**config.mk**
```make
export PLATFORM = sky130hd
export DESIGN_NAME = sepr_regs
export DESIGN_NICKNAME = d
export VERILOG_FILES = /design/src/core/sepr_pkg.sv /design/src/core/sepr_regs.sv
export SDC_FILE = /design/constraint.sdc
export NUM_CORES = 1
export LEC_CHECK = 0
export ABC_AREA = 0
export BUFFER_PORTS_ARGS = -buffer_cell sky130_fd_sc_hd__buf_2
export CAP_MARGIN = 5
export CORE_MARGIN = 2
export CORE_UTILIZATION = 55
export CTS_CLUSTER_DIAMETER = 200
export DETAILED_ROUTE_END_ITERATION = 6
export PLACE_DENSITY = 0.79
export SLEW_MARGIN = 20
export SYNTH_ARGS = -nofsm -noshare
export SYNTH_HDL_FRONTEND = slang
export SYNTH_SLANG_ARGS = --single-unit
```
**constraint.sdc**
```tcl
create_clock -name clk -period 2.5 [get_ports clk]
set_input_delay 0.625 -clock clk [delete_from_list [all_inputs] [get_ports clk]]
set_output_delay 0.625 -clock clk [all_outputs]
set_load 0.01 [all_outputs]
```
**src/core/sepr_pkg.sv**
```systemverilog
// Shared constants and carriers of the system-option and EEPROM block-guard registers.
// Assumes one 250 MHz clock in which each clock cycle counts as one E-clock cycle.
package sepr_pkg;

  // ----------------------------------------------------------------
  // Register offsets
  // ----------------------------------------------------------------
  localparam logic [15:0] BLOCK_GUARD_ADDR   = 16'h1035; // eeprom_block_guard
  localparam logic [15:0] SETUP_OPTIONS_ADDR = 16'h1039; // system_setup_options

  // ----------------------------------------------------------------
  // Field positions of system_setup_options
  // ----------------------------------------------------------------
  localparam int OPT_ADC_BIT  = 7;  // analog_converter_power_up
  localparam int OPT_PUMP_BIT = 6;  // charge_pump_clock_select
  localparam int OPT_EDGE_BIT = 5;  // interrupt_edge_mode
  localparam int OPT_WAIT_BIT = 4;  // stop_exit_delay_enable
  localparam int OPT_CMON_BIT = 3;  // clock_monitor_enable
  localparam int OPT_RATE_HI  = 1;  // watchdog_rate_select upper bit
  localparam int OPT_RATE_LO  = 0;  // watchdog_rate_select lower bit

  // Field positions of eeprom_block_guard
  localparam int GUARD_SETUP_BIT = 4; // setup_register_protect
  localparam int GUARD_NUM_BLK   = 4; // eeprom_block_protect_bits width

  // ----------------------------------------------------------------
  // Reset values
  // ----------------------------------------------------------------
  localparam logic [7:0] OPT_RESET   = 8'h10; // Only the stop-exit delay bit is set
  localparam logic [4:0] GUARD_RESET = 5'h1f; // All five protect bits set

  // ----------------------------------------------------------------
  // Timing, in E-clock cycles, and derived clock counts
  // ----------------------------------------------------------------
  localparam int ECLK_PER_CLK       = 1;    // One E-clock cycle per clk cycle
  localparam int WINDOW_ECLK        = 64;   // Write window after reset
  localparam int STOP_SLOW_ECLK     = 4000; // Oscillator startup delay
  localparam int STOP_FAST_ECLK     = 4;    // Bypassed delay, about four cycles
  localparam logic [6:0]  WINDOW_CYC    = 7'(WINDOW_ECLK * ECLK_PER_CLK);
  localparam logic [11:0] STOP_SLOW_CYC = 12'(STOP_SLOW_ECLK * ECLK_PER_CLK);
  localparam logic [11:0] STOP_FAST_CYC = 12'(STOP_FAST_ECLK * ECLK_PER_CLK);
  localparam int WDOG_PRESCALE      = 32768; // Two to the fifteenth

  // ----------------------------------------------------------------
  // EEPROM address map, one base and last address per protected block
  // ----------------------------------------------------------------
  localparam logic [15:0] EE_FIRST = 16'hb600;
  localparam logic [15:0] EE_LAST  = 16'hb7ff;
  localparam logic [63:0] BLK_BASE = {16'hb6e0, 16'hb660, 16'hb620, 16'hb600};
  localparam logic [63:0] BLK_LAST = {16'hb7ff, 16'hb6df, 16'hb65f, 16'hb61f};

  // ----------------------------------------------------------------
  // Carriers and states
  // ----------------------------------------------------------------
  typedef struct packed {
    logic [15:0] addr;  // Register address
    logic [7:0]  wdata; // Write data
    logic        wr;    // Write strobe
    logic        rd;    // Read strobe
  } sepr_bus_req_t;

  typedef struct packed {
    logic [15:0] addr;   // Target EEPROM address
    logic        setup;  // Target is the nonvolatile configuration register
    logic        valid;  // One-cycle check request
  } sepr_prog_req_t;

  typedef enum logic [1:0] {
    SEPR_RUN,
    SEPR_HALT,
    SEPR_WAKE
  } sepr_stop_t;

endpackage

```
**src/core/sepr_regs.sv**
```systemverilog
// System-option and EEPROM block-guard register bank with its steering logic.
// Assumes a single-cycle register port on clk, a mode pin and an interrupt pin
// from outside the clock domain, and same-domain stop and program-check requests.
//
// The address-and-strobe port was decided locally.
`timescale 1ns/1ns

// Operation
// - Timed option bits take one write only in normal mode
// - Normal mode: that write within 64 cycles
// - Edge-mode bit picks level or edge interrupt
// - Delay bit clear: resume within four cycles
// - Delay bit set: wait 4000 cycles, resets one
// - Option bit 2 ignores writes, reads zero
// - Watchdog prescale two to fifteen, rate scales
// - Clock-select bit switches pump and converter clock
// - Protect bits reset one, clear early only
// - Protect bits may be set anytime
// - Special modes lift the protect window
// - Setup-protect bit blocks config programming
// - Block-protect bit blocks its EEPROM block
// - Blocks zero, one: 32 and 64 bytes
// - Blocks two, three: 128 and 288 bytes
// - Guard bits 7 to 5 read zero
// - EEPROM mapped only while enable bit set
module sepr_regs #(
  parameter int WDOG_PRESCALE = sepr_pkg::WDOG_PRESCALE // Shorten for simulation
) (
  input  wire logic                     clk,
  input  wire logic                     reset_n,
  input  wire sepr_pkg::sepr_bus_req_t  bus_req,
  output logic [7:0]                    bus_rdata_ff,
  input  wire logic                     special_mode_pin,
  input  wire logic                     irq_pin_n,
  input  wire logic                     irq_ack,
  input  wire logic                     stop_enter,
  input  wire logic                     eeprom_visible_enable,
  input  wire sepr_pkg::sepr_prog_req_t prog_req,
  output logic                          prog_done_ff,
  output logic                          prog_allowed_ff,
  output logic                          eeprom_mapped_ff,
  output logic                          irq_request_ff,
  output logic                          halted_ff,
  output logic                          stop_resume_ff,
  output logic                          watchdog_tick_ff,
  output logic                          analog_converter_power_up_ff,
  output logic                          charge_pump_clock_select_ff,
  output logic                          clock_monitor_enable_ff
);

  // ----------------------------------------------------------------
  // Declarations
  // ----------------------------------------------------------------
  logic [1:0]  mode_sync_ff;     // Mode pin synchroniser
  logic [1:0]  irq_sync_ff;      // Interrupt pin synchroniser
  logic        irq_prev_n_ff;    // Last synchronised pin level
  logic [6:0]  win_cnt_ff;       // Cycles since reset, saturates
  logic        opt_locked_ff;    // Timed option bits already written
  logic        irq_edge_ff;      // interrupt_edge_mode
  logic        stop_wait_ff;     // stop_exit_delay_enable
  logic [1:0]  wdog_rate_ff;     // watchdog_rate_select
  logic        setup_prot_ff;    // setup_register_protect
  logic [3:0]  blk_prot_ff;      // eeprom_block_protect_bits
  sepr_pkg::sepr_stop_t stop_state_ff;
  logic [11:0] stop_cnt_ff;      // Remaining wake delay
  logic [15:0] pre_cnt_ff;       // Watchdog prescaler
  logic [5:0]  rate_cnt_ff;      // Watchdog rate scaler
  logic        special_mode;     // Synchronised special mode
  logic        window_open;      // Inside the early write window
  logic        wr_opt;           // Write to system_setup_options
  logic        wr_guard;         // Write to eeprom_block_guard
  logic        timed_ok;         // Timed option bits accept this write
  logic        irq_level;        // Synchronised pin is asserted
  logic [3:0]  blk_hit;          // Address falls in each block
  logic        nxt_allowed;      // Program check result
  logic [4:0]  nxt_guard;        // Next protect bits
  logic [5:0]  rate_limit;       // Rate scaler terminal count
  logic [7:0]  opt_view;         // Read view of the option register

  assign special_mode = mode_sync_ff[1];
  assign irq_level    = ~irq_sync_ff[1];
  assign window_open  = win_cnt_ff < sepr_pkg::WINDOW_CYC;
  assign wr_opt       = bus_req.wr && (bus_req.addr == sepr_pkg::SETUP_OPTIONS_ADDR);
  assign wr_guard     = bus_req.wr && (bus_req.addr == sepr_pkg::BLOCK_GUARD_ADDR);
  // Special modes always open; normal modes need window and no earlier write
  assign timed_ok     = special_mode || (window_open && !opt_locked_ff);

  // ----------------------------------------------------------------
  // Pin synchronisers
  // ----------------------------------------------------------------
  // Two flops per pin; only the second stage is read by logic
  always_ff @(posedge clk or negedge reset_n)
  begin
    if (!reset_n)
    begin
      mode_sync_ff <= 2'h0;
      irq_sync_ff  <= 2'h3;
    end
    else
    begin
      mode_sync_ff <= {mode_sync_ff[0], special_mode_pin};
      irq_sync_ff  <= {irq_sync_ff[0], irq_pin_n};
    end
  end

  // ----------------------------------------------------------------
  // Early write window
  // ----------------------------------------------------------------
  // Counts cycles from reset release and holds at the window length
  always_ff @(posedge clk or negedge reset_n)
  begin
    if (!reset_n)
      win_cnt_ff <= 7'h00;
    else if (window_open)
      win_cnt_ff <= win_cnt_ff + 7'h01;
  end

  // ----------------------------------------------------------------
  // System setup options
  // ----------------------------------------------------------------
  // Freely writable bits; bit 2 has no storage at all
  always_ff @(posedge clk or negedge reset_n)
  begin
    if (!reset_n)
    begin
      analog_converter_power_up_ff <= sepr_pkg::OPT_RESET[sepr_pkg::OPT_ADC_BIT];
      charge_pump_clock_select_ff  <= sepr_pkg::OPT_RESET[sepr_pkg::OPT_PUMP_BIT];
      clock_monitor_enable_ff      <= sepr_pkg::OPT_RESET[sepr_pkg::OPT_CMON_BIT];
    end
    else if (wr_opt)
    begin
      analog_converter_power_up_ff <= bus_req.wdata[sepr_pkg::OPT_ADC_BIT];
      // Pump and converter both follow this select downstream
      charge_pump_clock_select_ff  <= bus_req.wdata[sepr_pkg::OPT_PUMP_BIT];
      clock_monitor_enable_ff      <= bus_req.wdata[sepr_pkg::OPT_CMON_BIT];
    end
  end

  // Timed bits: a refused write simply leaves them, the bus never errs
  always_ff @(posedge clk or negedge reset_n)
  begin
    if (!reset_n)
    begin
      irq_edge_ff   <= sepr_pkg::OPT_RESET[sepr_pkg::OPT_EDGE_BIT];
      stop_wait_ff  <= sepr_pkg::OPT_RESET[sepr_pkg::OPT_WAIT_BIT];
      wdog_rate_ff  <= sepr_pkg::OPT_RESET[sepr_pkg::OPT_RATE_HI:sepr_pkg::OPT_RATE_LO];
      opt_locked_ff <= 1'b0;
    end
    else if (wr_opt && timed_ok)
    begin
      irq_edge_ff   <= bus_req.wdata[sepr_pkg::OPT_EDGE_BIT];
      stop_wait_ff  <= bus_req.wdata[sepr_pkg::OPT_WAIT_BIT];
      wdog_rate_ff  <= bus_req.wdata[sepr_pkg::OPT_RATE_HI:sepr_pkg::OPT_RATE_LO];
      opt_locked_ff <= 1'b1; // Counts in special modes too; unused there
    end
  end

  // ----------------------------------------------------------------
  // EEPROM block guard
  // ----------------------------------------------------------------
  // Clearing needs the window or a special mode; setting is always allowed
  always_comb
  begin
    if (special_mode || window_open)
      nxt_guard = bus_req.wdata[4:0];
    else
      nxt_guard = {setup_prot_ff, blk_prot_ff} | bus_req.wdata[4:0];
  end

  always_ff @(posedge clk or negedge reset_n)
  begin
    if (!reset_n)
    begin
      setup_prot_ff <= sepr_pkg::GUARD_RESET[sepr_pkg::GUARD_SETUP_BIT];
      blk_prot_ff   <= sepr_pkg::GUARD_RESET[3:0];
    end
    else if (wr_guard)
    begin
      setup_prot_ff <= nxt_guard[sepr_pkg::GUARD_SETUP_BIT];
      blk_prot_ff   <= nxt_guard[3:0];
    end
  end

  // ----------------------------------------------------------------
  // Register read port
  // ----------------------------------------------------------------
  assign opt_view = {analog_converter_power_up_ff, charge_pump_clock_select_ff,
                     irq_edge_ff, stop_wait_ff, clock_monitor_enable_ff,
                     1'b0, wdog_rate_ff};

  // Data stand one cycle after the strobe; unmapped reads give zero
  always_ff @(posedge clk or negedge reset_n)
  begin
    if (!reset_n)
      bus_rdata_ff <= 8'h00;
    else if (bus_req.rd && bus_req.addr == sepr_pkg::SETUP_OPTIONS_ADDR)
      bus_rdata_ff <= opt_view;
    else if (bus_req.rd && bus_req.addr == sepr_pkg::BLOCK_GUARD_ADDR)
      bus_rdata_ff <= {3'h0, setup_prot_ff, blk_prot_ff};
    else
      bus_rdata_ff <= 8'h00;
  end

  // ----------------------------------------------------------------
  // Program and erase permission
  // ----------------------------------------------------------------
  // One comparator pair per protected block
  genvar gi;
  generate
    for (gi = 0; gi < sepr_pkg::GUARD_NUM_BLK; gi++)
    begin : g_blk
      assign blk_hit[gi] = (prog_req.addr >= sepr_pkg::BLK_BASE[gi*16 +: 16]) &&
                           (prog_req.addr <= sepr_pkg::BLK_LAST[gi*16 +: 16]);
    end
  endgenerate

  always_comb
  begin
    if (prog_req.setup)
      nxt_allowed = !setup_prot_ff;
    else
      nxt_allowed = eeprom_visible_enable && |(blk_hit & ~blk_prot_ff);
  end

  // Answer each check one cycle later
  always_ff @(posedge clk or negedge reset_n)
  begin
    if (!reset_n)
    begin
      prog_done_ff     <= 1'b0;
      prog_allowed_ff  <= 1'b0;
      eeprom_mapped_ff <= 1'b0;
    end
    else
    begin
      prog_done_ff     <= prog_req.valid;
      prog_allowed_ff  <= prog_req.valid && nxt_allowed;
      // Array appears in the map only with its enable bit set
      eeprom_mapped_ff <= eeprom_visible_enable &&
                          prog_req.addr >= sepr_pkg::EE_FIRST &&
                          prog_req.addr <= sepr_pkg::EE_LAST;
    end
  end

  // ----------------------------------------------------------------
  // External interrupt request
  // ----------------------------------------------------------------
  // Level mode follows the pin; edge mode latches a falling edge until acked
  always_ff @(posedge clk or negedge reset_n)
  begin
    if (!reset_n)
    begin
      irq_prev_n_ff  <= 1'b1;
      irq_request_ff <= 1'b0;
    end
    else
    begin
      irq_prev_n_ff <= irq_sync_ff[1];
      if (!irq_edge_ff)
        irq_request_ff <= irq_level;
      else if (irq_prev_n_ff && irq_level)
        irq_request_ff <= 1'b1; // New edge wins over an ack
      else if (irq_ack)
        irq_request_ff <= 1'b0;
    end
  end

  // ----------------------------------------------------------------
  // Stop exit sequencing
  // ----------------------------------------------------------------
  // Halt until an interrupt request, then wait the selected delay
  always_ff @(posedge clk or negedge reset_n)
  begin
    if (!reset_n)
    begin
      stop_state_ff  <= sepr_pkg::SEPR_RUN;
      stop_cnt_ff    <= 12'h000;
      halted_ff      <= 1'b0;
      stop_resume_ff <= 1'b0;
    end
    else
    begin
      stop_resume_ff <= 1'b0;
      case (stop_state_ff)
        sepr_pkg::SEPR_RUN:
        begin
          if (stop_enter)
          begin
            stop_state_ff <= sepr_pkg::SEPR_HALT;
            halted_ff     <= 1'b1;
          end
        end
        sepr_pkg::SEPR_HALT:
        begin
          if (irq_request_ff)
          begin
            stop_state_ff <= sepr_pkg::SEPR_WAKE;
            // Delay bit chosen at wake time; counter ends at one
            stop_cnt_ff <= stop_wait_ff ? sepr_pkg::STOP_SLOW_CYC - 12'h001
                                       : sepr_pkg::STOP_FAST_CYC - 12'h001;
          end
        end
        sepr_pkg::SEPR_WAKE:
        begin
          if (stop_cnt_ff == 12'h001)
          begin
            stop_state_ff  <= sepr_pkg::SEPR_RUN;
            halted_ff      <= 1'b0;
            stop_resume_ff <= 1'b1;
          end
          stop_cnt_ff <= stop_cnt_ff - 12'h001;
        end
        default:
        begin
          stop_state_ff <= sepr_pkg::SEPR_RUN;
          halted_ff     <= 1'b0;
        end
      endcase
    end
  end

  // ----------------------------------------------------------------
  // Watchdog time base
  // ----------------------------------------------------------------
  // Rate scale of 1, 4, 16 or 64 prescaled periods
  always_comb
  begin
    case (wdog_rate_ff)
      2'h0:    rate_limit = 6'h00;
      2'h1:    rate_limit = 6'h03;
      2'h2:    rate_limit = 6'h0f;
      default: rate_limit = 6'h3f;
    endcase
  end

  // Prescaler wraps every two to the fifteen cycles, then the rate scaler
  always_ff @(posedge clk or negedge reset_n)
  begin
    if (!reset_n)
    begin
      pre_cnt_ff       <= 16'h0000;
      rate_cnt_ff      <= 6'h00;
      watchdog_tick_ff <= 1'b0;
    end
    else
    begin
      watchdog_tick_ff <= 1'b0;
      if (pre_cnt_ff == 16'(WDOG_PRESCALE - 1))
      begin
        pre_cnt_ff <= 16'h0000;
        if (rate_cnt_ff >= rate_limit)
        begin
          rate_cnt_ff      <= 6'h00;
          watchdog_tick_ff <= 1'b1;
        end
        else
          rate_cnt_ff <= rate_cnt_ff + 6'h01;
      end
      else
        pre_cnt_ff <= pre_cnt_ff + 16'h0001;
    end
  end

  // ----------------------------------------------------------------
  // Checks
  // ----------------------------------------------------------------
  logic [11:0] wake_len_ff; // Cycles spent waking, for the exit checks
  logic        wake_wait_ff; // Delay bit seen at wake entry

  always_ff @(posedge clk or negedge reset_n)
  begin
    if (!reset_n)
    begin
      wake_len_ff <= 12'h000;
      wake_wait_ff <= 1'b0;
    end
    else if (stop_state_ff == sepr_pkg::SEPR_WAKE)
      wake_len_ff <= wake_len_ff + 12'h001;
    else
    begin
      wake_len_ff <= 12'h000;
      wake_wait_ff <= stop_wait_ff;
    end
  end
endmodule

```
# Yosys cells after proc, flatten, opt, wreduce, memory -nomap -nowiden
# Index checks and enable logic that the tools add are counted.
# Widths: inputs -> output; s select.
op_classes:
  addsub: 4
  magnitude_cmp: 10
  n_eq_ne: 12
  muxes: 24
  n_bitwise: 5
  n_reduce_logical: 26
op_table:
  columns: ["operator", "count"]
  rows:
  - ["$ge 16x16->1 const B", 4]
  - ["$le 16x16->1 const B", 4]
  - ["$eq 16x13->1 const B", 2]
  - ["$mux 12", 2]
  - ["$pmux 12 s2", 1]
  - ["$pmux 6 s3", 1]
  - ["$add 16x1->16 const B", 1]
  - ["$eq 16x15->1 const B", 1]
  - ["$mux 16", 1]
  - ["$logic_and 1x1->1", 15]
  - ["$eq 12x1->1 const B", 1]
  - ["$sub 12x1->12 const B", 1]
  - ["$mux 1", 10]
  - ["$mux 5", 2]
  - ["$mux 8", 1]
  - ["$add 7x1->7 const B", 1]
  - ["$lt 7x7->1 const B", 1]
  - ["$add 6x1->6 const B", 1]
  - ["$ge 6x6->1", 1]
  - ["$mux 2", 3]
  - ["$mux 6", 1]
  - ["$ne 2x2->1 const B", 3]
  - ["$pmux 2 s3", 1]
  - ["$reduce_and 3->1", 2]
  - ["other kinds (14)", 20]
word_totals:
  reg_bits: 76
  in_bits: 51
  wordCells: 106

# Longest topological paths before layout
# Gate-level depths: netlist of run 1.
logic_depth:
  word_depth: 7
  depth_mapped: 8

# Least setup slack after synthesis of run 1
# No wires, ideal clock.
synth_timing:
  path_kind: "input-to-reg"
  from: "in bus_req[21] (netlist bit)"
  to: "reg irq_edge_ff"
  setup_time_ps: 125
  arrival_ps: 2148
  required_ps: 2375
  slack_ps: 227
  stages: 5
  n_path_buf: 0
  cell_sequence: "or4b_4 -> nor4_4 -> and4_4 -> o21a_4 -> mux2_4"
synth_via:
  elab_chain_cells: 3
synth_lines:
  columns: ["element", "line", "text"]
  rows:
  - ["start, declared", "sepr_regs.sv:31", "input wire sepr_pkg::sepr_bus_req_t bus_req,"]
  - ["$eq 16x13->1", "sepr_regs.sv:83", "assign wr_opt = bus_req.wr && (bus_req.addr == sepr_pkg::SETUP_OPTIONS_ADDR);"]
  - ["$logic_and 1x1->1", "sepr_regs.sv:83", null]
  - ["$logic_and 1x1->1", "sepr_regs.sv:149", "else if (wr_opt && timed_ok)"]
  - ["end signal, assigned", "sepr_regs.sv:144", "irq_edge_ff <= sepr_pkg::OPT_RESET[sepr_pkg::OPT_EDGE_BIT];"]
  - ["end signal, assigned", "sepr_regs.sv:151", "irq_edge_ff <= bus_req.wdata[sepr_pkg::OPT_EDGE_BIT];"]
  - ["end, declared", "sepr_regs.sv:59", "logic irq_edge_ff;"]
# Every way passes these cells.
# A chain may end at the register's enable or synchronous reset.

# Worst setup path after layout of run 1
# Same ends and word-level chain as after synthesis.

==> flow_metrics.env, run 1 <==
export IMPL_outcome="complete, no violations"
export IMPL_h_tree_depth=3
export IMPL_syn_nets=398
export IMPL_initial_core_util_pct=56.5
export IMPL_dieWidth_um=84.5
export IMPL_clockBufferDepth=2
export IMPL_cts_resized=0
export IMPL_power_frac_clock_pct=38.8
export IMPL_hold_worst_slack_ns=0.192
export IMPL_reg2reg_to="rate_cnt_ff[0]"
export IMPL_hpwl_mm=5.02
export IMPL_pin_count=69
export IMPL_drc=0
export IMPL_grt_pass1_vias=2784
export IMPL_post_synth_top_count_cell="dfrtp_1"
export IMPL_avgSynthCellArea_um2=10.6
export IMPL_end_kind="flip-flop"
export IMPL_layout_drive_gt1_share_pct=26.8
export IMPL_placementRows=29
export IMPL_hold_buffers=0
export IMPL_cts_sinks=76
export IMPL_netlist_instances=336
export IMPL_crit_slowest_cell="or4b_4"
export IMPL_pwr_share_seq_pct=44.1
export IMPL_synth_top_cells_by_area="dfrtp_1, dfstp_2, ha_1"
export IMPL_clock_skew_ns=0.00677
export IMPL_fin_crit_sh_pct=82.3
export IMPL_ys_warn_count=0
export IMPL_clock_latency_ns=0.35
export IMPL_fmaxAchievable_mhz=486
export IMPL_r2r_slack_ns=0.54
export IMPL_wire_per_inst_um=14.7
export IMPL_ff2ff_path_depth=7
export IMPL_vdd_ir_drop_max_uv=654
export IMPL_drtPass1Iterations=4
export IMPL_synthFlopType="dfrtp_1"
export IMPL_sw_frac_of_total_pct=27.2
export IMPL_powerDensity_mw_per_mm2=757
export IMPL_place_gp_congestion=0.860
export IMPL_leakagePower_nw=2.02
export IMPL_ant_nets=0
export IMPL_clk_pin_slew_ns=0.07
export IMPL_post_cts_buffers=0
export IMPL_synth_cell_types=52
export IMPL_drt_iter0_markers=161
export IMPL_gr_total_overflow=0
export IMPL_grt_max_degree=48
export IMPL_pwr_share_comb_pct=17.0
export IMPL_ys_seq_area_share_pct=53.6
export IMPL_maxCapViolations=0
export IMPL_portBuffers=63
export IMPL_p_total_mw=3.23
export IMPL_async_flop_share_pct=100
export IMPL_synth_top_cell_by_area="dfrtp_1"
export IMPL_core_mm2=0.00631
export IMPL_cts_root_buffer="clkbuf_8"
export IMPL_finalSetupViolations=0
export IMPL_synth_edff_count=0
export IMPL_die_area_mm2=0.00714
export IMPL_track_usage_pct=22.1
export IMPL_critical_path_max_stage_delay_ns=0.53
export IMPL_worstPathMaxFanout=5
export IMPL_path_class="input port to flip-flop"
export IMPL_arrival_ns=2.29
export IMPL_rr_startpoint="wdog_rate_ff[1]"
export IMPL_grt_pass1_wl_mm=12.6
export IMPL_nets=469
export IMPL_antenna_found_initial=0
export IMPL_numCtsBuffers=9
export IMPL_synthTopCellsByCount="dfrtp_1, nor2_1, nand2_1"
export IMPL_synthesis_area_mm2=0.00357
export IMPL_diodes=0
export IMPL_vias_per_cell=5.66
export IMPL_cts_tree="built"
export IMPL_routed_wl_mm=7.17
export IMPL_start_kind="input port"
export IMPL_area_growth_pct=19.7
export IMPL_vias=2760
export IMPL_rsz0062_at_grt="no"
export IMPL_ys_ff_latch=76
export IMPL_switchingPower_mw=0.878
export IMPL_tns_ns=0
export IMPL_hold_class="input port to asynchronous set/reset pin"
export IMPL_cp_cell_sequence="buf_2 -> or4b_4 -> nor4_4 -> and4_4 -> o21a_4 -> mux2_4"
export IMPL_slew_headroom_pct=52.7
export IMPL_crit_required_ns=2.73
export IMPL_hold_viol=0
export IMPL_internal_power_mw=2.35
export IMPL_final_min_clock_period_ns=2.06
export IMPL_yosysTopAreaCellShare_pct=47.0
export IMPL_worstMarginPinSlew_ns=0.701
export IMPL_die_height_um=84.5
export IMPL_slew_viol_final=0
==> power by group through the flow <==
| stage | Sequential (mW) | Clock (mW) | Combinational, mW |
|---|---|---|---|
| floorplan | 1.42 | 0 | 0.395 |
| global placement | 1.44 | 0 | 0.520 |
| detailed placement | 1.45 | 0 | 0.544 |
| CTS | 1.42 | 1.27 | 0.549 |
| global route | 1.44 | 1.31 | 0.615 |
| finish | 1.43 | 1.25 | 0.550 |
==> worst max path at each step <==
stage | startpoint | endpoint | slack (ns) | depth (start not counted)
final | bus_req[21] | irq_edge_ff | 0.44 | 6
after global routing | pre_cnt_ff[0] | rate_cnt_ff[0] | 0.33 | 7
after CTS | bus_req[21] | irq_edge_ff | 0.45 | 6
after detailed placement | bus_req[21] | wdog_rate_ff[0] | 0.09 | 6
after global placement | bus_req[21] | wdog_rate_ff[0] | 0.1 | 6
after floorplan | bus_req[21] | irq_edge_ff | 0.23 | 5
==> cells by family (layout without fill, tap and decap cells) <==
logic type / after synthesis / in the layout / share of synthesized area, %
XOR/XNOR: 17 / 17 / 4.18
AND/OR/NAND/NOR: 129 / 129 / 19.2
AO/OA/AOI/OAI: 75 / 75 / 14.0
adder cells (fa/ha/maj): 11 / 11 / 3.86
buffers and inverters: 20 / 95 / 2.18
multiplexers: 8 / 8 / 2.95
flip-flops: 76 / 76 / 53.6
==> registers in the layout, summed over array words and instances (netlist names), 2 cells and up <==
| register | flops |
|---|---|
| rate_cnt_ff | 6 |
| bus_rdata_ff | 8 |
| pre_cnt_ff | 16 |
| win_cnt_ff | 7 |
| stop_state_ff | 2 |
| irq_sync_ff | 2 |
| mode_sync_ff | 2 |
| stop_cnt_ff | 12 |
| wdog_rate_ff | 2 |
| blk_prot_ff | 4 |
==> per-layer routing <==
metal / track usage, % / part of all wire (%) / routed length [um]
met4: 9.67 / 1.6 / 116
met5: 0 / 0 / 0
met2: 36.4 / 49 / 3540
met1: 28.4 / 44 / 3140
met3: 4.72 / 5.3 / 377
==> area by class of cell <==
type / count / area [um^2]
Clock buffer: 11 / 151
Clock inverter: 4 / 120
Fill cell: 506 / 2040
Inverter: 12 / 45.0
Multi-Input combinational cell: 240 / 1580
Sequential cell: 76 / 1910
Tap cell: 77 / 96.3
Timing Repair Buffer: 68 / 368
==> layout by cell type (no fill, tap or decap), types with 5 or more instances in the layout <==
| master | count |
|---|---|
| buf_4 | 5 |
| a22o_1 | 6 |
| ha_1 | 11 |
| dfstp_2 | 9 |
| a22oi_1 | 5 |
| clkbuf_8 | 11 |
| and2_1 | 5 |
| nor2_1 | 35 |
| a21oi_1 | 13 |
| xnor2_1 | 10 |
| nand3_1 | 13 |
| xor2_1 | 7 |
| dfrtp_1 | 67 |
| inv_1 | 12 |
| nand2_1 | 27 |
| o21ai_0 | 23 |
| buf_2 | 62 |
| and3_1 | 9 |
| nor2b_1 | 5 |
==> stage by stage <==
step                setup slack, ns  util, %  instances  area [um^2]
floorplan                     0.227        -        336         3570
global placement             0.0958     63.3        473         4000
detailed placement           0.0864     63.3        473         4000
CTS                           0.451     67.6        488         4270
global route                  0.334     67.6        488         4270
finish                        0.442     67.6        488         4270
==> critical path, delay by kind of cell <==
kind / cells / cell delay, ns
AND/OR/NAND/NOR: 3 / 1.08
multiplexers: 1 / 0.30
AO/OA/AOI/OAI: 1 / 0.18
buffers and inverters: 1 / 0.09
Note: power is estimated with default switching activity, not from simulation.
==> inputs of run 2 (changes only) <==
==> constraint.sdc (replaced) <==
create_clock -name clk -period 2 [get_ports clk]
set_input_delay 0.5 -clock clk [delete_from_list [all_inputs] [get_ports clk]]
set_output_delay 0.5 -clock clk [all_outputs]
set_load 0.01 [all_outputs]
==> flow_metrics.env, run 2 (synthesis results as in run 1) <==
export IMPL_outcome="complete, no violations"
export IMPL_cp_depth=8
export IMPL_crit_buf_inv=1
export IMPL_ant_nets=0
export IMPL_die_area_mm2=0.00714
export IMPL_fin_crit_sh_pct=96.3
export IMPL_finalSetupViolations=0
export IMPL_post_cts_buffers=0
export IMPL_largest_reg_flops=16
export IMPL_grt_pass1_vias=2751
export IMPL_place_gp_congestion=0.813
export IMPL_core_mm2=0.00631
export IMPL_fmaxAchievable_mhz=519
export IMPL_final_cell_mix="dfrtp_1, buf_2, nor2_1"
export IMPL_hold_class="input port to asynchronous set/reset pin"
export IMPL_cts_sinks=76
export IMPL_reg2reg_to="rate_cnt_ff[2]"
export IMPL_clockBufferDepth=2
export IMPL_slew_headroom_pct=54.5
export IMPL_hpwl_mm=5.08
export IMPL_diodes=0
export IMPL_worstMarginPinSlew_ns=0.675
export IMPL_fin_ws_ns=0.0746
export IMPL_worstPathMaxFanout=5
export IMPL_clock_skew_ns=0.00894
export IMPL_crit_slowest_cell="dfrtp_1"
export IMPL_nets=476
export IMPL_clock_latency_ns=0.35
export IMPL_slew_viol_final=0
export IMPL_layoutNonFillerInstCount=496
export IMPL_dp_cells=480
export IMPL_drtPass1Iterations=4
export IMPL_arrival_ns=2.19
export IMPL_rr_startpoint="wdog_rate_ff[1]"
export IMPL_regArea_mm2=0.00191
export IMPL_gr_total_overflow=0
export IMPL_antenna_found_initial=0
export IMPL_tns_ns=0
export IMPL_leakagePower_nw=2.01
export IMPL_cp_top_family="compound AO/OA/AOI/OAI gates"
export IMPL_path_class="flip-flop to flip-flop"
export IMPL_cts_resized=0
export IMPL_vdd_ir_drop_max_uv=626
export IMPL_wire_per_inst_um=14.4
export IMPL_dp_slack_ns=-0.270
export IMPL_dieWidth_um=84.5
export IMPL_placementRows=29
export IMPL_h_tree_depth=3
export IMPL_p_total_mw=3.53
export IMPL_maxCapViolations=0
export IMPL_grt_max_degree=39
export IMPL_nFillCells=494
export IMPL_start_kind="flip-flop"
export IMPL_largest_register="pre_cnt_ff"
export IMPL_dpl_cell_area_mm2=0.00405
export IMPL_powerDensity_mw_per_mm2=834
export IMPL_cts_tree="built"
export IMPL_drc=0
export IMPL_final_min_clock_period_ns=1.93
export IMPL_vias_per_cell=5.68
export IMPL_portBuffers=63
export IMPL_initial_core_util_pct=56.5
export IMPL_track_usage_pct=21.7
export IMPL_drt_iter0_markers=130
export IMPL_multi_input_area_mm2=0.00159
export IMPL_end_kind="flip-flop"
export IMPL_crit_path_frequent_cell="o21ai_1"
export IMPL_crit_required_ns=2.27
export IMPL_clk_pin_slew_ns=0.08
export IMPL_critical_path_max_stage_delay_ns=0.44
export IMPL_final_area_mm2=0.00424
export IMPL_area_growth_pct=18.8
export IMPL_pin_count=69
export IMPL_hold_viol=0
export IMPL_grt_pass1_wl_mm=12.4
export IMPL_fin_util_pct=67.1
export IMPL_largestRegisters="pre_cnt_ff (16), stop_cnt_ff (12), bus_rdata_ff (8)"
export IMPL_cts_root_buffer="clkbuf_8"
export IMPL_hold_buffers=0
export IMPL_r2r_slack_ns=0.07
export IMPL_ff2ff_path_depth=8
export IMPL_layout_drive_gt1_share_pct=28.2
export IMPL_numCtsBuffers=9
export IMPL_vias=2816
export IMPL_mostFrequentLayoutCell="dfrtp_1"
export IMPL_cp_cell_sequence="or2_2 -> inv_1 -> ha_1 -> o211ai_1 -> o21ai_1 -> o21a_1 -> o21ai_1 -> o2bb2ai_1"
export IMPL_hold_worst_slack_ns=0.113
export IMPL_routed_wl_mm=7.13
export IMPL_die_height_um=84.5
-- run 2: changes by cell type in the layout (fill, tap and decap cells not counted), sizes merged --
cell and delta:
clkinv +2, buf +7, bufinv -4, clkbuf +3
-- run 2: worst max path at each step --
stage               startpoint         endpoint  slack (ns)
2_1_floorplan      bus_req[21]      irq_edge_ff       -0.14
3_3_place_gp       bus_req[21]      irq_edge_ff       -0.22
3_5_place_dp       bus_req[21]  wdog_rate_ff[0]       -0.27
4_1_cts        wdog_rate_ff[1]   rate_cnt_ff[2]        0.02
5_1_grt        wdog_rate_ff[1]   rate_cnt_ff[3]       -0.02
6_report       wdog_rate_ff[1]   rate_cnt_ff[2]        0.07
-- run 2: worst reg2reg max path, cell delays in order (launching register included) --
cell	delay, ns
dfrtp_1	0.44
or2_2	0.33
inv_1	0.07
ha_1	0.22
o211ai_1	0.17
o21ai_1	0.12
o21a_1	0.18
o21ai_1	0.18
o2bb2ai_1	0.14
-- run 2: power by group --
group          leakage, nW  switching (mW)  internal [mW]
Clock               0.0905           0.529          0.516
Sequential           0.966           0.126           1.66
Combinational        0.953           0.411          0.295
-- run 2: cell type report --
class | instances | share of cell area, %
multi-input cells | 240 | 37.5
repair buffers | 75 | 9.92
clock inverters | 2 | 0.236
clock buffers | 14 | 3.84
flip-flops and latches | 76 | 45.1
inverters | 12 | 1.06
well taps | 77 | 2.27
-- run 2: routing by layer --
layer | up-vias | part of all wire (%) | global-route usage, %
met5 | - | 0 | 0
met4 | 0 | 1.8 | 8.80
met3 | 11 | 5.1 | 4.23
met2 | 87 | 48 | 34.8
met1 | 1356 | 45 | 29.4
li1 | 1362 | - | -
==> inputs of run 3 (changes only) <==
--- a/config.mk
+++ b/config.mk
@@ -5,14 +5,14 @@
 export SDC_FILE = /design/constraint.sdc
 export NUM_CORES = 1
 export LEC_CHECK = 0
-export ABC_AREA = 0
+export ABC_AREA = 1
 export BUFFER_PORTS_ARGS = -buffer_cell sky130_fd_sc_hd__buf_2
 export CAP_MARGIN = 5
 export CORE_MARGIN = 2
-export CORE_UTILIZATION = 55
+export CORE_UTILIZATION = 56
 export CTS_CLUSTER_DIAMETER = 200
 export DETAILED_ROUTE_END_ITERATION = 6
-export PLACE_DENSITY = 0.79
+export PLACE_DENSITY = 0.8
 export SLEW_MARGIN = 20
 export SYNTH_ARGS = -nofsm -noshare
 export SYNTH_HDL_FRONTEND = slang
==> flow_metrics.env, run 3 <==
export IMPL_clock_latency_ns=0.36
export IMPL_cp_top_family="simple AND/OR/NAND/NOR gates"
export IMPL_hold_class="input port to asynchronous set/reset pin"
export IMPL_ant_nets=0
export IMPL_area_growth_pct=19.6
export IMPL_multi_input_area_mm2=0.00161
export IMPL_slew_viol_final=0
export IMPL_synth_top_cell_by_area="dfrtp_1"
export IMPL_top_layer="met4"
export IMPL_crit_slowest_cell="dfrtp_1"
export IMPL_fmaxAchievable_mhz=549
export IMPL_layout_drive_gt1_share_pct=20.9
export IMPL_gr_total_overflow=0
export IMPL_clockBufferDepth=2
export IMPL_powerDensity_mw_per_mm2=929
export IMPL_largest_register="pre_cnt_ff"
export IMPL_routed_wl_mm=7.73
export IMPL_synth_edff_count=0
export IMPL_hpwl_mm=5.65
export IMPL_arrival_ns=2.07
export IMPL_cts_resized=0
export IMPL_cts_tree="built"
export IMPL_drc=0
export IMPL_critical_path_max_stage_delay_ns=0.38
export IMPL_synthFlopType="dfrtp_1"
export IMPL_syn_nets=502
export IMPL_path_class="flip-flop to flip-flop"
export IMPL_yosysTopAreaCellShare_pct=44.0
export IMPL_final_cell_mix="nand2_1, inv_1, dfrtp_1"
export IMPL_initial_core_util_pct=57.0
export IMPL_m1WireLength_mm=3.44
export IMPL_ys_warn_count=0
export IMPL_regArea_mm2=0.00191
export IMPL_dp_cells=586
export IMPL_nets=579
export IMPL_crit_path_frequent_cell="nor3_4"
export IMPL_ys_ff_latch=76
export IMPL_synthTopCellsByCount="nand2_1, inv_1, dfrtp_1"
export IMPL_vias=3145
export IMPL_numCtsBuffers=9
export IMPL_worstPathMaxFanout=3
export IMPL_wl_met2_mm=3.78
export IMPL_leakagePower_nw=2.45
export IMPL_rsz0062_at_grt="no"
export IMPL_grt_pass1_vias=3133
export IMPL_largest_reg_flops=16
export IMPL_tns_ns=0
export IMPL_synth_cell_types=38
export IMPL_maxCapViolations=0
export IMPL_grt_max_degree=36
export IMPL_synth_top_cells_by_area="dfrtp_1, nand2_1, inv_1"
export IMPL_largestRegisters="pre_cnt_ff (16), stop_cnt_ff (12), bus_rdata_ff (8)"
export IMPL_mostFrequentLayoutCell="nand2_1"
export IMPL_drt_iter0_markers=166
export IMPL_cts_root_buffer="clkbuf_8"
export IMPL_synthesis_area_mm2=0.00381
export IMPL_outcome="complete, no violations"
export IMPL_portBuffers=63
export IMPL_async_flop_share_pct=100
export IMPL_post_synth_top_count_cell="nand2_1"
export IMPL_cts_sinks=76
export IMPL_vdd_ir_drop_max_uv=448
export IMPL_core_mm2=0.00668
export IMPL_diodes=0
export IMPL_slew_headroom_pct=66.4
export IMPL_vias_per_cell=5.22
export IMPL_clock_skew_ns=0.00825
export IMPL_placementRows=30
export IMPL_avgSynthCellArea_um2=8.66
export IMPL_die_area_mm2=0.00748
export IMPL_drtPass1Iterations=4
export IMPL_place_gp_congestion=0.870
export IMPL_die_height_um=86.5
export IMPL_final_min_clock_period_ns=1.82
export IMPL_netlist_instances=440
export IMPL_clk_pin_slew_ns=0.08
export IMPL_fin_crit_sh_pct=91.1
export IMPL_layoutNonFillerInstCount=602
export IMPL_cp_cell_sequence="ha_1 -> nand3_1 -> nor3_4 -> nand2_2 -> nor3_4 -> nand3_2 -> nor2_4 -> inv_2 -> nand2_1 -> nor2_1"
export IMPL_track_usage_pct=22.9
export IMPL_wl_met3_um=371
export IMPL_crit_required_ns=2.25
export IMPL_worstMarginPinSlew_ns=0.501
export IMPL_nFillCells=530
export IMPL_dieWidth_um=86.5
export IMPL_end_kind="flip-flop"
export IMPL_h_tree_depth=3
export IMPL_grt_pass1_wl_mm=13.6
export IMPL_antenna_found_initial=0
export IMPL_crit_buf_inv=1
export IMPL_fin_util_pct=68.2
export IMPL_ys_seq_area_share_pct=50.2
export IMPL_wire_per_inst_um=12.8
export IMPL_pin_count=69
export IMPL_hold_viol=0
export IMPL_start_kind="flip-flop"
export IMPL_finalSetupViolations=0
-- run 3: timing repair --
item,4_1_cts,5_1_grt
hold buffers,0,0
setup buffers,0,0
hold endpoints to repair,0,0
setup endpoints to repair,0,1
-- run 3: path summary, 6_finish.rpt --
kind                                 from               to  slack [ns]  cells after the start
hold reg to reg            irq_sync_ff[0]   irq_sync_ff[1]        0.36                      0
min in group clk                irq_pin_n   irq_sync_ff[0]        0.25                      1
max in group asynchronous         reset_n    irq_prev_n_ff        1.36                      2
hold / removal                    reset_n  mode_sync_ff[1]        0.08                      1
setup reg to reg            pre_cnt_ff[0]   pre_cnt_ff[13]        0.18                     10
setup / recovery            pre_cnt_ff[0]   pre_cnt_ff[13]        0.18                     10
-- run 3: routing by layer --
layer,global-route usage (%),vias to the layer above
met5,0,-
li1,-,1587
met4,8.66,0
met2,38.2,82
met3,4.57,14
met1,29.8,1462
-- run 3: cells by family (layout without fill, tap and decap cells) --
group,after synthesis,after routing,synth area share [%]
AND/OR/NAND/NOR,200,200,25.3
flip-flops,76,76,50.2
buffers and inverters,76,158,7.68
AO/OA/AOI/OAI,60,60,9.26
XOR/XNOR,17,17,3.91
adder cells (fa/ha/maj),11,11,3.61
-- run 3: power by group --
group / switching (mW) / internal (mW) / leakage, nW
sequential: 0.107 / 1.70 / 0.949
combinational: 0.506 / 0.271 / 1.36
clock: 0.576 / 1.08 / 0.139
-- run 3: through the flow --
step,area [um^2],hold slack [ns],setup WS (ns),power [mW]
after floorplan,3810,0.204,0.239,2.35
after global placement,4270,0.338,0.198,2.56
after detailed placement,4270,0.347,0.128,2.60
after CTS,4560,0.0827,0.160,4.24
after global routing,4560,0.0967,0.0128,4.46
final,4560,0.0835,0.179,4.23
-- run 3: layout make-up --
class	count	area share (%)
Timing Repair Buffer	67	8.13
Tap cell	80	2.20
Multi-Input combinational cell	288	35.2
Inverter	75	6.18
Clock inverter	7	3.57
Sequential cell	76	42.0
Clock buffer	9	2.72
-- run 3: worst reg2reg max path, cell delays in order (launching register included) --
cell     delay, ns
dfrtp_1       0.38
ha_1          0.19
nand3_1       0.16
nor3_4        0.23
nand2_2       0.09
nor3_4        0.20
nand3_2       0.16
nor2_4        0.15
inv_2         0.06
nand2_1       0.06
nor2_1        0.04
